File: src/verilog/gpp_params.svh
/*
  Offsets, field positions and reset values of the three-pin port.
  Assumes inclusion by bare name from the port's design files.
*/
`ifndef GPP_PARAMS_SVH
`define GPP_PARAMS_SVH

`define GPP_OFF_PULL_DIR 8'h20
`define GPP_OFF_ALT_ROUTE 8'h24
`define GPP_OFF_PIN_DATA 8'h28

`define GPP_PULL_LSB 4
`define GPP_DIR_LSB 0
`define GPP_SEL_BIT 3
`define GPP_PEN_BIT 2
`define GPP_MODE_LSB 0

`define GPP_PULL_DIR_MASK 8'h77
`define GPP_ALT_ROUTE_MASK 8'h0f
`define GPP_PIN_DATA_MASK 8'h07
`define GPP_RESET_VALUE 8'h00

`define GPP_RESP_OKAY 2'b00
`define GPP_RESP_SLVERR 2'b10

`endif

File: src/verilog/gpp_pkg.sv
/*
  Types of the three-pin port.
  Assumes nothing beyond a SystemVerilog compiler.
*/
package gpp_pkg;
  typedef enum logic [1:0] {
    gpp_mode_internal = 2'b00,
    gpp_mode_serial_ext = 2'b01,
    gpp_mode_lin_ext = 2'b10,
    gpp_mode_observe = 2'b11
  } gpp_serial_mode_t;

  typedef enum logic [2:0] {
    gpp_wr_idle = 3'b001,
    gpp_wr_resp = 3'b010,
    gpp_wr_unused = 3'b100
  } gpp_wr_state_t;
endpackage : gpp_pkg

File: src/verilog/gpp_pin_mux.sv
/*
  Per-pin priority driver for the three-pin port.
  Assumes all select and data inputs are on the system clock.
*/
`timescale 1ns/1ps
module gpp_pin_mux (
  // Analog claim
  input wire logic analog_sel,
  // Timer channel
  input wire logic timer_sel,
  input wire logic timer_out,
  input wire logic timer_oe,
  // Serial or pulse alternate
  input wire logic alt_sel,
  input wire logic alt_out,
  input wire logic alt_oe,
  // Plain port
  input wire logic port_dir,
  input wire logic port_data,
  input wire logic port_pullup,
  // Pad side
  output logic pad_out,
  output logic pad_oe_n,
  output logic pad_pullup,
  output logic pad_analog
);
  logic drive;

  always_comb begin
    pad_out = 1'b0;
    drive = 1'b0;
    pad_analog = 1'b0;
    if (analog_sel) begin
      pad_analog = 1'b1;
    end else if (timer_sel) begin
      pad_out = timer_out;
      drive = timer_oe;
    end else if (alt_sel) begin
      pad_out = alt_out;
      drive = alt_oe;
    end else begin
      pad_out = port_data;
      drive = port_dir;
    end
  end

  assign pad_oe_n = ~drive;
  // Pull-up while the pin is undriven and not claimed by the analog converter, whichever user selects it
  assign pad_pullup = port_pullup & ~drive & ~analog_sel;
endmodule : gpp_pin_mux

File: src/verilog/gpp_port.sv
/*
  Three-pin general purpose port with function mux and AXI4-Lite registers.
  Assumes one clock domain; pins and peripheral signals enter here.
*/
// Chosen here: the AXI4-Lite interface to the registers.
`timescale 1ns/1ps
`include "gpp_params.svh"
module gpp_port (
  // Clock and reset
  input wire logic aclk,
  input wire logic aresetn,
  // AXI4-Lite write address
  input wire logic [7:0] s_axi_awaddr,
  input wire logic s_axi_awvalid,
  output logic s_axi_awready,
  // AXI4-Lite write data
  input wire logic [31:0] s_axi_wdata,
  input wire logic [3:0] s_axi_wstrb,
  input wire logic s_axi_wvalid,
  output logic s_axi_wready,
  // AXI4-Lite write response
  output logic [1:0] s_axi_bresp,
  output logic s_axi_bvalid,
  input wire logic s_axi_bready,
  // AXI4-Lite read address
  input wire logic [7:0] s_axi_araddr,
  input wire logic s_axi_arvalid,
  output logic s_axi_arready,
  // AXI4-Lite read data
  output logic [31:0] s_axi_rdata,
  output logic [1:0] s_axi_rresp,
  output logic s_axi_rvalid,
  input wire logic s_axi_rready,
  // Pins
  input wire logic [2:0] port_pin_in,
  output logic [2:0] port_pin_out,
  output logic [2:0] port_pin_oe_n,
  output logic [2:0] port_pin_pullup,
  output logic [2:0] port_pin_analog,
  // Analog converter claims
  input wire logic [2:0] analog_channel_sel,
  // Timer channels
  input wire logic [2:0] timer_channel_sel,
  input wire logic [2:0] timer_channel_out,
  input wire logic [2:0] timer_channel_oe,
  output logic [2:0] timer_channel_in,
  // Serial controller
  input wire logic serial_txd,
  output logic serial_rxd,
  // LIN physical layer
  input wire logic lin_rxd,
  output logic lin_txd,
  // Pulse channels
  input wire logic [1:0] pulse_channel
);
  ////////////////////////////////////////////////////////////////////////////
  // Registers
  logic [2:0] pin_pullup_enable_q;
  logic [2:0] pin_direction_q;
  logic pulse_channel_select_q;
  logic pulse_output_enable_q;
  gpp_pkg::gpp_serial_mode_t serial_route_mode_q;
  logic [2:0] port_pin_data_q;
  logic [2:0] pin_sync1_q;
  logic [2:0] pin_sync2_q;

  ////////////////////////////////////////////////////////////////////////////
  // Pin synchroniser
  // Pins are asynchronous, so nothing but the second stage is read
  always_ff @(posedge aclk) begin
    if (!aresetn) begin
      pin_sync1_q <= 3'h0;
      pin_sync2_q <= 3'h0;
    end else begin
      pin_sync1_q <= port_pin_in;
      pin_sync2_q <= pin_sync1_q;
    end
  end

  ////////////////////////////////////////////////////////////////////////////
  // Write channel: address and data may come in either order
  gpp_pkg::gpp_wr_state_t wr_state_q;
  logic aw_held_q;
  logic w_held_q;
  logic [7:0] aw_addr_q;
  logic [31:0] w_data_q;
  logic [3:0] w_strb_q;
  logic [1:0] bresp_q;
  logic wr_fire;
  logic [7:0] wr_addr;
  logic [31:0] wr_data;
  logic [3:0] wr_strb;

  assign s_axi_awready = (wr_state_q == gpp_pkg::gpp_wr_idle) && !aw_held_q;
  assign s_axi_wready = (wr_state_q == gpp_pkg::gpp_wr_idle) && !w_held_q;
  assign wr_addr = aw_held_q ? aw_addr_q : s_axi_awaddr;
  assign wr_data = w_held_q ? w_data_q : s_axi_wdata;
  assign wr_strb = w_held_q ? w_strb_q : s_axi_wstrb;
  assign wr_fire = (wr_state_q == gpp_pkg::gpp_wr_idle) && (aw_held_q || s_axi_awvalid)
    && (w_held_q || s_axi_wvalid);

  ////////////////////////////////////////////////////////////////////////////
  // Write address decode
  logic wr_hit;
  logic wr_pull_dir;
  logic wr_alt_route;
  logic wr_pin_data;

  always_comb begin
    wr_pull_dir = 1'b0;
    wr_alt_route = 1'b0;
    wr_pin_data = 1'b0;
    case (wr_addr)
      `GPP_OFF_PULL_DIR: begin
        wr_pull_dir = 1'b1;
      end
      `GPP_OFF_ALT_ROUTE: begin
        wr_alt_route = 1'b1;
      end
      `GPP_OFF_PIN_DATA: begin
        wr_pin_data = 1'b1;
      end
      default: begin
        wr_pull_dir = 1'b0;
      end
    endcase
  end

  assign wr_hit = wr_pull_dir | wr_alt_route | wr_pin_data;

  always_ff @(posedge aclk) begin
    if (!aresetn) begin
      wr_state_q <= gpp_pkg::gpp_wr_idle;
      aw_held_q <= 1'b0;
      w_held_q <= 1'b0;
      aw_addr_q <= 8'h00;
      w_data_q <= 32'h00000000;
      w_strb_q <= 4'h0;
      bresp_q <= `GPP_RESP_OKAY;
    end else begin
      case (wr_state_q)
        gpp_pkg::gpp_wr_idle: begin
          if (wr_fire) begin
            aw_held_q <= 1'b0;
            w_held_q <= 1'b0;
            wr_state_q <= gpp_pkg::gpp_wr_resp;
            // Unmapped writes still answer, so a stray address cannot stall the bus
            bresp_q <= wr_hit ? `GPP_RESP_OKAY : `GPP_RESP_SLVERR;
          end else begin
            if (s_axi_awvalid && !aw_held_q) begin
              aw_held_q <= 1'b1;
              aw_addr_q <= s_axi_awaddr;
            end
            if (s_axi_wvalid && !w_held_q) begin
              w_held_q <= 1'b1;
              w_data_q <= s_axi_wdata;
              w_strb_q <= s_axi_wstrb;
            end
          end
        end
        gpp_pkg::gpp_wr_resp: begin
          if (s_axi_bready) begin
            wr_state_q <= gpp_pkg::gpp_wr_idle;
          end
        end
        default: begin
          wr_state_q <= gpp_pkg::gpp_wr_idle;
        end
      endcase
    end
  end

  assign s_axi_bvalid = (wr_state_q == gpp_pkg::gpp_wr_resp);
  assign s_axi_bresp = bresp_q;

  ////////////////////////////////////////////////////////////////////////////
  // Register writes; only byte lane 0 holds bits, others ignored
  logic wr_lane0;
  assign wr_lane0 = wr_fire && wr_strb[0];

  always_ff @(posedge aclk) begin
    if (!aresetn) begin
      pin_pullup_enable_q <= 3'h0;
      pin_direction_q <= 3'h0;
    end else if (wr_lane0 && wr_pull_dir) begin
      pin_pullup_enable_q <= wr_data[`GPP_PULL_LSB +: 3];
      pin_direction_q <= wr_data[`GPP_DIR_LSB +: 3];
    end
  end

  always_ff @(posedge aclk) begin
    if (!aresetn) begin
      pulse_channel_select_q <= 1'b0;
      pulse_output_enable_q <= 1'b0;
      serial_route_mode_q <= gpp_pkg::gpp_mode_internal;
    end else if (wr_lane0 && wr_alt_route) begin
      pulse_channel_select_q <= wr_data[`GPP_SEL_BIT];
      pulse_output_enable_q <= wr_data[`GPP_PEN_BIT];
      serial_route_mode_q <= gpp_pkg::gpp_serial_mode_t'(wr_data[`GPP_MODE_LSB +: 2]);
    end
  end

  always_ff @(posedge aclk) begin
    if (!aresetn) begin
      port_pin_data_q <= 3'h0;
    end else if (wr_lane0 && wr_pin_data) begin
      port_pin_data_q <= wr_data[2:0];
    end
  end

  ////////////////////////////////////////////////////////////////////////////
  // Read channel, answer one cycle after the address is taken
  logic rvalid_q;
  logic [31:0] rdata_q;
  logic [1:0] rresp_q;
  logic [7:0] rd_word;
  logic rd_hit;

  always_comb begin
    rd_word = `GPP_RESET_VALUE;
    rd_hit = 1'b1;
    case (s_axi_araddr)
      `GPP_OFF_PULL_DIR: begin
        // Bits 7 and 3 stay zero
        rd_word = {1'b0, pin_pullup_enable_q, 1'b0, pin_direction_q};
      end
      `GPP_OFF_ALT_ROUTE: begin
        rd_word = {4'h0, pulse_channel_select_q, pulse_output_enable_q, serial_route_mode_q};
      end
      `GPP_OFF_PIN_DATA: begin
        rd_word = {5'h00, (pin_direction_q & port_pin_data_q) | (~pin_direction_q & pin_sync2_q)};
      end
      default: begin
        rd_hit = 1'b0;
      end
    endcase
  end

  // One read in flight; the latched word holds while rvalid waits
  assign s_axi_arready = !rvalid_q;

  always_ff @(posedge aclk) begin
    if (!aresetn) begin
      rvalid_q <= 1'b0;
      rdata_q <= 32'h00000000;
      rresp_q <= `GPP_RESP_OKAY;
    end else if (!rvalid_q && s_axi_arvalid) begin
      rvalid_q <= 1'b1;
      rdata_q <= {24'h000000, rd_word};
      rresp_q <= rd_hit ? `GPP_RESP_OKAY : `GPP_RESP_SLVERR;
    end else if (rvalid_q && s_axi_rready) begin
      rvalid_q <= 1'b0;
    end
  end

  assign s_axi_rvalid = rvalid_q;
  assign s_axi_rdata = rdata_q;
  assign s_axi_rresp = rresp_q;

  ////////////////////////////////////////////////////////////////////////////
  // Serial routing
  logic serial_on_pins;
  logic alt_tx;
  logic observe;

  // Mode 01 exposes the controller, mode 10 the LIN layer
  assign serial_on_pins = (serial_route_mode_q == gpp_pkg::gpp_mode_serial_ext)
    || (serial_route_mode_q == gpp_pkg::gpp_mode_lin_ext);
  assign observe = (serial_route_mode_q == gpp_pkg::gpp_mode_observe);
  assign alt_tx = (serial_route_mode_q == gpp_pkg::gpp_mode_lin_ext) ? lin_rxd : serial_txd;

  always_comb begin
    case (serial_route_mode_q)
      gpp_pkg::gpp_mode_serial_ext: begin
        serial_rxd = pin_sync2_q[0];
        lin_txd = 1'b1;
      end
      gpp_pkg::gpp_mode_lin_ext: begin
        serial_rxd = 1'b1;
        // Pin zero is the receive side in both external modes
        lin_txd = pin_sync2_q[0];
      end
      default: begin
        serial_rxd = lin_rxd;
        lin_txd = serial_txd;
      end
    endcase
  end

  ////////////////////////////////////////////////////////////////////////////
  // Per-pin alternate requests
  logic [2:0] alt_sel;
  logic [2:0] alt_out;
  logic [2:0] alt_oe;
  logic pulse_sel;

  assign pulse_sel = pulse_channel_select_q ? pulse_channel[1] : pulse_channel[0];

  always_comb begin
    alt_sel = 3'h0;
    alt_out = 3'h0;
    alt_oe = 3'h0;
    if (serial_on_pins) begin
      // Pin 0 receives in external modes; mode 10 drives LIN rx out on pin 1
      alt_sel[0] = 1'b1;
      alt_sel[1] = 1'b1;
      alt_out[1] = alt_tx;
      alt_oe[1] = 1'b1;
    end else if (observe) begin
      // Observe mode mirrors the internal join onto both pins
      alt_sel[1:0] = 2'h3;
      alt_out[0] = lin_rxd;
      alt_out[1] = serial_txd;
      alt_oe[1:0] = 2'h3;
    end
    // Pulse disabled hands pin two back to plain I/O
    alt_sel[2] = pulse_output_enable_q;
    alt_out[2] = pulse_sel;
    alt_oe[2] = pulse_output_enable_q;
  end

  ////////////////////////////////////////////////////////////////////////////
  // Pin drivers
  genvar gi;
  generate
    for (gi = 0; gi < 3; gi = gi + 1) begin : g_pin
      gpp_pin_mux u_mux (
        .analog_sel(analog_channel_sel[gi]),
        .timer_sel(timer_channel_sel[gi]),
        .timer_out(timer_channel_out[gi]),
        .timer_oe(timer_channel_oe[gi]),
        .alt_sel(alt_sel[gi]),
        .alt_out(alt_out[gi]),
        .alt_oe(alt_oe[gi]),
        .port_dir(pin_direction_q[gi]),
        .port_data(port_pin_data_q[gi]),
        .port_pullup(pin_pullup_enable_q[gi]),
        .pad_out(port_pin_out[gi]),
        .pad_oe_n(port_pin_oe_n[gi]),
        .pad_pullup(port_pin_pullup[gi]),
        .pad_analog(port_pin_analog[gi])
      );
    end
  endgenerate

  // Timer capture sees the synchronised pin
  assign timer_channel_in = pin_sync2_q;
endmodule : gpp_port

File: config.mk
export PLATFORM = sky130hd
export DESIGN_NAME = gpp_port
export DESIGN_NICKNAME = d
export VERILOG_FILES = /design/src/verilog/gpp_pkg.sv /design/src/verilog/gpp_pin_mux.sv /design/src/verilog/gpp_port.sv
export VERILOG_INCLUDE_DIRS = /design/src /design/src/verilog
export SDC_FILE = /design/constraint.sdc
export NUM_CORES = 1
export LEC_CHECK = 0
export ABC_AREA = 1
export BUFFER_PORTS_ARGS = -buffer_cell sky130_fd_sc_hd__buf_2
export CAP_MARGIN = 20
export CELL_PAD_IN_SITES_DETAIL_PLACEMENT = 2
export CELL_PAD_IN_SITES_GLOBAL_PLACEMENT = 2
export CORE_AREA = 2 2 113 115
export CTS_BUF_LIST = sky130_fd_sc_hd__clkbuf_2
export DETAILED_ROUTE_END_ITERATION = 7
export DIE_AREA = 0 0 115 117
export GPL_ROUTABILITY_DRIVEN = 0
export PLACE_DENSITY_LB_ADDON = 0.1
export SYNTH_ARGS = -nofsm -noshare
export SYNTH_HDL_FRONTEND = slang
export SYNTH_SLANG_ARGS = --single-unit
export TNS_END_PERCENT = 30
File: constraint.sdc
create_clock -name aclk -period 2.05 [get_ports aclk]
set_input_delay 0.205 -clock aclk [delete_from_list [all_inputs] [get_ports aclk]]
set_output_delay 0.205 -clock aclk [all_outputs]
set_load 0.02 [all_outputs]
### After elaboration in Yosys (flattened, before gate mapping)

Index checks and enable logic that the tools add are counted.

* add/sub/neg operators: 0
* multiply operators: 0
* div/mod/pow operators: 0
* order comparisons: 0
* equal/unequal tests: 13
* shifts and indexed selects: 0
* multiplexer cells: 51
* bitwise gates (word level): 19
* reduce and logical (&&, ||, !) cells: 28

Operators with widths (count)
* $eq 8x6->1 const B: 6
* $mux 1: 38
* $pmux 7 s3: 1
* $logic_and 1x1->1: 12
* $mux 2: 5
* $mux 8: 1
* $reduce_and 2->1: 4
* $mux 7: 1
* $not 1->1: 7
* $and 1x1->1: 6
* $and 3x3->3: 2
* $mux 3: 2
* $pmux 3 s2: 1
* $reduce_and 3->1: 2
* $reduce_bool 2->1: 3
* $eq 2x2->1 const B: 2
* $pmux 1 s2: 2
* $eq 3x1->1 const B: 1
* $eq 3x2->1 const B: 1
* $logic_not 1->1: 3
* $logic_or 1x1->1: 3
* $not 3->3: 1
* $or 3x3->3: 1
* $reduce_or 3->1: 1
* other kinds (4): 5

* register bits after elaboration: 53
* bits in latches: 0
* bits in writable memories: 0
* ROM bits: 0
* bits of input ports: 78
* memories kept: 0

### Depth between registers and ports, before layout

* depth after elaboration: 9
* gate-level depth with buffers: 9

### Hierarchy

From an unflattened synthesis, not the netlist that was laid out.

* cell total of the unflattened synthesis: 472
* area total of the unflattened synthesis: 3056.7 sq um

By module, submodules not included
* gpp_port: instances 1, cells each 415, area an instance 2793.9 sq um, seq. area each 980.9 sq um
* gpp_pin_mux: instances 3, cells each 19, area an instance 87.6 sq um, seq. area each 0.0 sq um

### Worst setup path after synthesis

OpenSTA, ideal clock, no wires.

* kind: register to output
* start point: register serial_route_mode_q[0]
* end point: output port port_pin_pullup[0]
* data arrival time: 1.342 ns
* required time: 1.845 ns
* setup slack: 0.503 ns
* stages on the path, launching flop included: 9
* cells stage by stage: dfxtp_1 > inv_1 > ha_1 > inv_1 > o21ai_0 > o21ai_0 > nand2_1 > nor2_1 > buf_4

* cells in the longest elaborated chain, start to end: 9
* elaborated cells on any way between the ends: 13

Ends and longest elaborated chain
* start: declaration: RTL line gpp_port.sv:62 `gpp_pkg::gpp_serial_mode_t serial_route_mode_q;`
* start signal: assignment: RTL line gpp_port.sv:195 `serial_route_mode_q <= gpp_pkg::gpp_mode_internal;`
* start signal: assignment: RTL line gpp_port.sv:199 `` serial_route_mode_q <= gpp_pkg::gpp_serial_mode_t'(wr_data[`GPP_MODE_LSB +: 2]); ``
* $eq 2x2->1 (tied with other cells): RTL line gpp_port.sv:269 `assign observe = (serial_route_mode_q == gpp_pkg::gpp_mode_observe);`
* $mux 2 or $logic_or 1x1->1 (tied branches): RTL line gpp_port.sv:309, gpp_port.sv:268
* $mux 1 or $mux 2 (tied branches): RTL line gpp_port.sv:303 `if (serial_on_pins) begin`
* $mux 1 *: RTL line gpp_pin_mux.sv:38 `end else if (alt_sel) begin`
* $mux 1 *: RTL line gpp_pin_mux.sv:35 `end else if (timer_sel) begin`
* $mux 1 *: RTL line gpp_pin_mux.sv:33 `if (analog_sel) begin`
* $not 1->1 *
* named net g_pin[0].u_mux.pad_oe_n: RTL line gpp_pin_mux.sv:23 `output logic pad_oe_n,`
* $and 1x1->1 * (2 in a row): RTL line gpp_pin_mux.sv:49 `assign pad_pullup = port_pullup & ~drive & ~analog_sel;`
* end: declaration: RTL line gpp_port.sv:38 `output logic [2:0] port_pin_pullup,`

The timed path passes the listed nets; every way through them passes the cells marked *.

### Worst setup path after layout

* start point: register serial_route_mode_q[1]
* end point: output port port_pin_out[1]

* cells in the longest elaborated chain, start to end: 6
* elaborated cells on any way between the ends: 12

Ends and longest elaborated chain
* $eq 2x2->1 (tied with other cells): RTL line gpp_port.sv:269
* $mux 2 (tied with other cells): RTL line gpp_port.sv:309 `end else if (observe) begin`
* $mux 1 or $mux 2 (tied branches): RTL line gpp_port.sv:303
* $mux 1 *: RTL line gpp_pin_mux.sv:38
* $mux 1 *: RTL line gpp_pin_mux.sv:35
* $mux 1 *: RTL line gpp_pin_mux.sv:33
* end: declaration: RTL line gpp_port.sv:36 `output logic [2:0] port_pin_out,`

Every way passes the cells marked *; elsewhere a longest branch is shown, timed or not.

==> flow_summary.yaml <==
sta:
  worst_slew_pin_slew_ps: 580
  setup_slack_ps: 103
  finalCriticalPeriod_ps: 1950
  final_hold_viol_count: 0
  setup_violations: 0
  rsz0062_at_grt: "true"
  max_freq_mhz: 514
  final_max_slew_viol_count: 0
  setup_tns_ps: 0
  slew_headroom_pct: 61.3
  period_share_pct: 95.0
  finalClockSkew_ps: 9.93
  timing.hold.ws_ps: 41.4
critical_path:
  worst_setup_path_start_kind: "flop"
  crit_fanout: 5
  arrival_ps: 1740
  ff2ff_path_depth: 8
  path_class: "reg -> out"
  cp.required_ps: 1850
  crit_path_end_kind: "output port"
global_routing:
  grt_remaining_overflow: 0
  grt_pass1_vias: 2851
  use_met3_pct: 2.06
  grt_busiest_layer: "met2"
  use_met2_pct: 22.9
  grt_max_degree: 33
  grt_first_pass_wirelength_mm: 13.5
  antenna_found_initial: 0
  met1_usage_pct: 15.4
  grt_use_total_pct: 12.6
synth:
  netlist_top_cells_area: "dfxtp_1 (33%), buf_4 (10%), nand2_1 (9.9%)"
  yosys.area.top_type_share_pct: 32.7
  ys_types: 32
  synth-edff-count: 0
  synthTopCellsByCount: "nand2_1 (79), inv_1 (77), dfxtp_1 (49)"
  synthXorXnorAreaFrac_pct: 0
  synth_ff_type: "dfxtp_1"
  synthMuxAreaShare_pct: 1.34
  synthAdderAreaFrac_pct: 2.51
  synth_top_family_by_area: "simple AND/OR/NAND/NOR gates"
  ys_seq_elements: 49
  postSynthCellCount: 436
  yosys.area.top_type: "dfxtp_1"
  yosys.area_share.simple_pct: 27.6
  yosys_warnings: 0
  synth_compound_area_share_pct: 13.3
  synthesis.area_mm2: 0.00300
  seq_area_frac_synth_pct: 32.7
  ys_async_sr_fraction_pct: 0
  syn_area_per_cell_um2: 6.87
  synth.most_common_cell: "nand2_1"
cells_and_area:
  num-nets-final: 598
  area_growth_pct: 19.9
  regArea_um2: 988
  multi_input_area_mm2: 0.00146
  drive_above_1_share_pct: 25.2
  fill_cells: 1523
  antenna_cells: 0
  final_cell_area_mm2: 0.00359
floorplanning:
  rows: 41
  start_util_pct: 24.3
  die_area_mm2: 0.0135
  core_mm2: 0.0123
  die_w_um: 115
  ioPinCount: 136
  die_h_um: 117
placed_design:
  pre_cts_ws_ps: 243
  dp_hpwl_mm: 6.79
  placed_cell_area_mm2: 0.00334
  place.port_buffers: 80
clock_tree:
  cts_buffers: 5
  cts_tree: "yes"
  ctsLongestPathBuffers: 2
  ctsHtreeMaxLevel: 2
  root_buffer: "clkbuf_2"
  insertion_delay_ps: 440
  clock_sinks: 49
  clk_pin_slew_ps: 270
routing:
  via_count: 2880
  drtIter0Drc: 67
  ant_nets: 0
  firstDrtPassIters: 4
  drcViolationCount: 0
  post_drt_wl_per_cell_um: 12.8
  via_per_inst: 4.33
  wirelength_mm: 8.53
worst_hold_path:
  min_path_cells: 3
  hp-class: "in -> reg"
pwr:
  ir_drop_v: 0.000361
  leakage_nw: 1.77
  p_per_area_mw_per_mm2: 594
run:
  maxCapViolCount: 0
run_status:
  status: "finished, final reports clean"
-- logic make-up (layout without fill, tap and decap cells) --
group | Yosys count | after routing
AND/OR/NAND/NOR | 167 | 167
other | 1 | 27
multiplexers | 4 | 4
flip-flops | 49 | 49
buffers and inverters | 133 | 186
adder cells (fa/ha/maj) | 6 | 6
AO/OA/AOI/OAI | 76 | 76
-- power breakdown --
group	total (mW)	switching [mW]	internal, mW
Clock	0.661	0.336	0.326
Combinational	0.446	0.303	0.144
Sequential	1.03	0.0263	1.00
-- cell usage in the layout, fill, tap and decap left out, drive strengths merged, types with 3 or more instances in the layout --
cell / netlist / final
dlygate4sd3: 0 / 7
inv: 81 / 81
clkbuf: 3 / 5
a31oi: 3 / 3
ha: 6 / 6
nor2: 39 / 39
buf: 49 / 90
nand3: 21 / 21
conb: 1 / 27
nand4: 19 / 19
a21oi: 32 / 32
mux2i: 4 / 4
nand2: 85 / 85
dfxtp: 49 / 49
o21ai: 36 / 36
-- metal layers --
metal,up-vias,share of wire (%)
li1,1463,-
met1,1348,45
met2,62,50
met3,7,3.9
met4,0,0.93
met5,-,0
-- flip-flops by register name, summed over array words and instances (netlist names), 2 cells and up --
signal	cells
timer_channel_in	3
aw_addr_q	8
wr_state_q	2
pin_sync1_q	3
port_pin_data_q	3
pin_pullup_enable_q	3
w_data_q	7
s_axi_rdata	7
pin_direction_q	3
serial_route_mode_q	2
-- worst max-delay path, cell delays in order, from the launching register on --
cell and delay (ps):
dfxtp_4 410, buf_6 130, ha_1 210, nand2_1 70, o2111ai_1 110, a31oi_1 190, buf_2 200
-- metrics by stage --
| step | utilization (%) | power [mW] | cells |
|---|---|---|---|
| after floorplan | - | 1.40 | 462 |
| after global placement | 27.2 | 1.48 | 644 |
| after detailed placement | 27.2 | 1.49 | 644 |
| after CTS | 28.7 | 2.19 | 660 |
| after global routing | 29.2 | 2.28 | 665 |
| final | 29.2 | 2.14 | 665 |
-- timing repair --
action                                 CTS  global route
pin swaps                                1             4
endpoints found under the hold margin    6             1
setup buffers                            2             4
gates resized for setup                 10            10
setup endpoints to repair                8             2
hold buffers                             6             1
-- final cells by class --
class	count	area share, %
multi-input cells	280	40.6
flip-flops and latches	49	27.5
repair buffers	97	15.5
inverters	81	8.67
well taps	150	5.22
clock inverters	3	1.81
clock buffers	5	0.697
-- path summary, 6_finish.rpt --
path	from	to	slack, ps
worst max register to register	w_held_q	serial_route_mode_q[1]	370
worst max-delay path	serial_route_mode_q[1]	port_pin_out[1]	100
worst min register to register	pin_sync1_q[0]	timer_channel_in[0]	440
worst min-delay path	s_axi_wdata[2]	w_data_q[2]	40
Power figures use the tool's default switching activity.
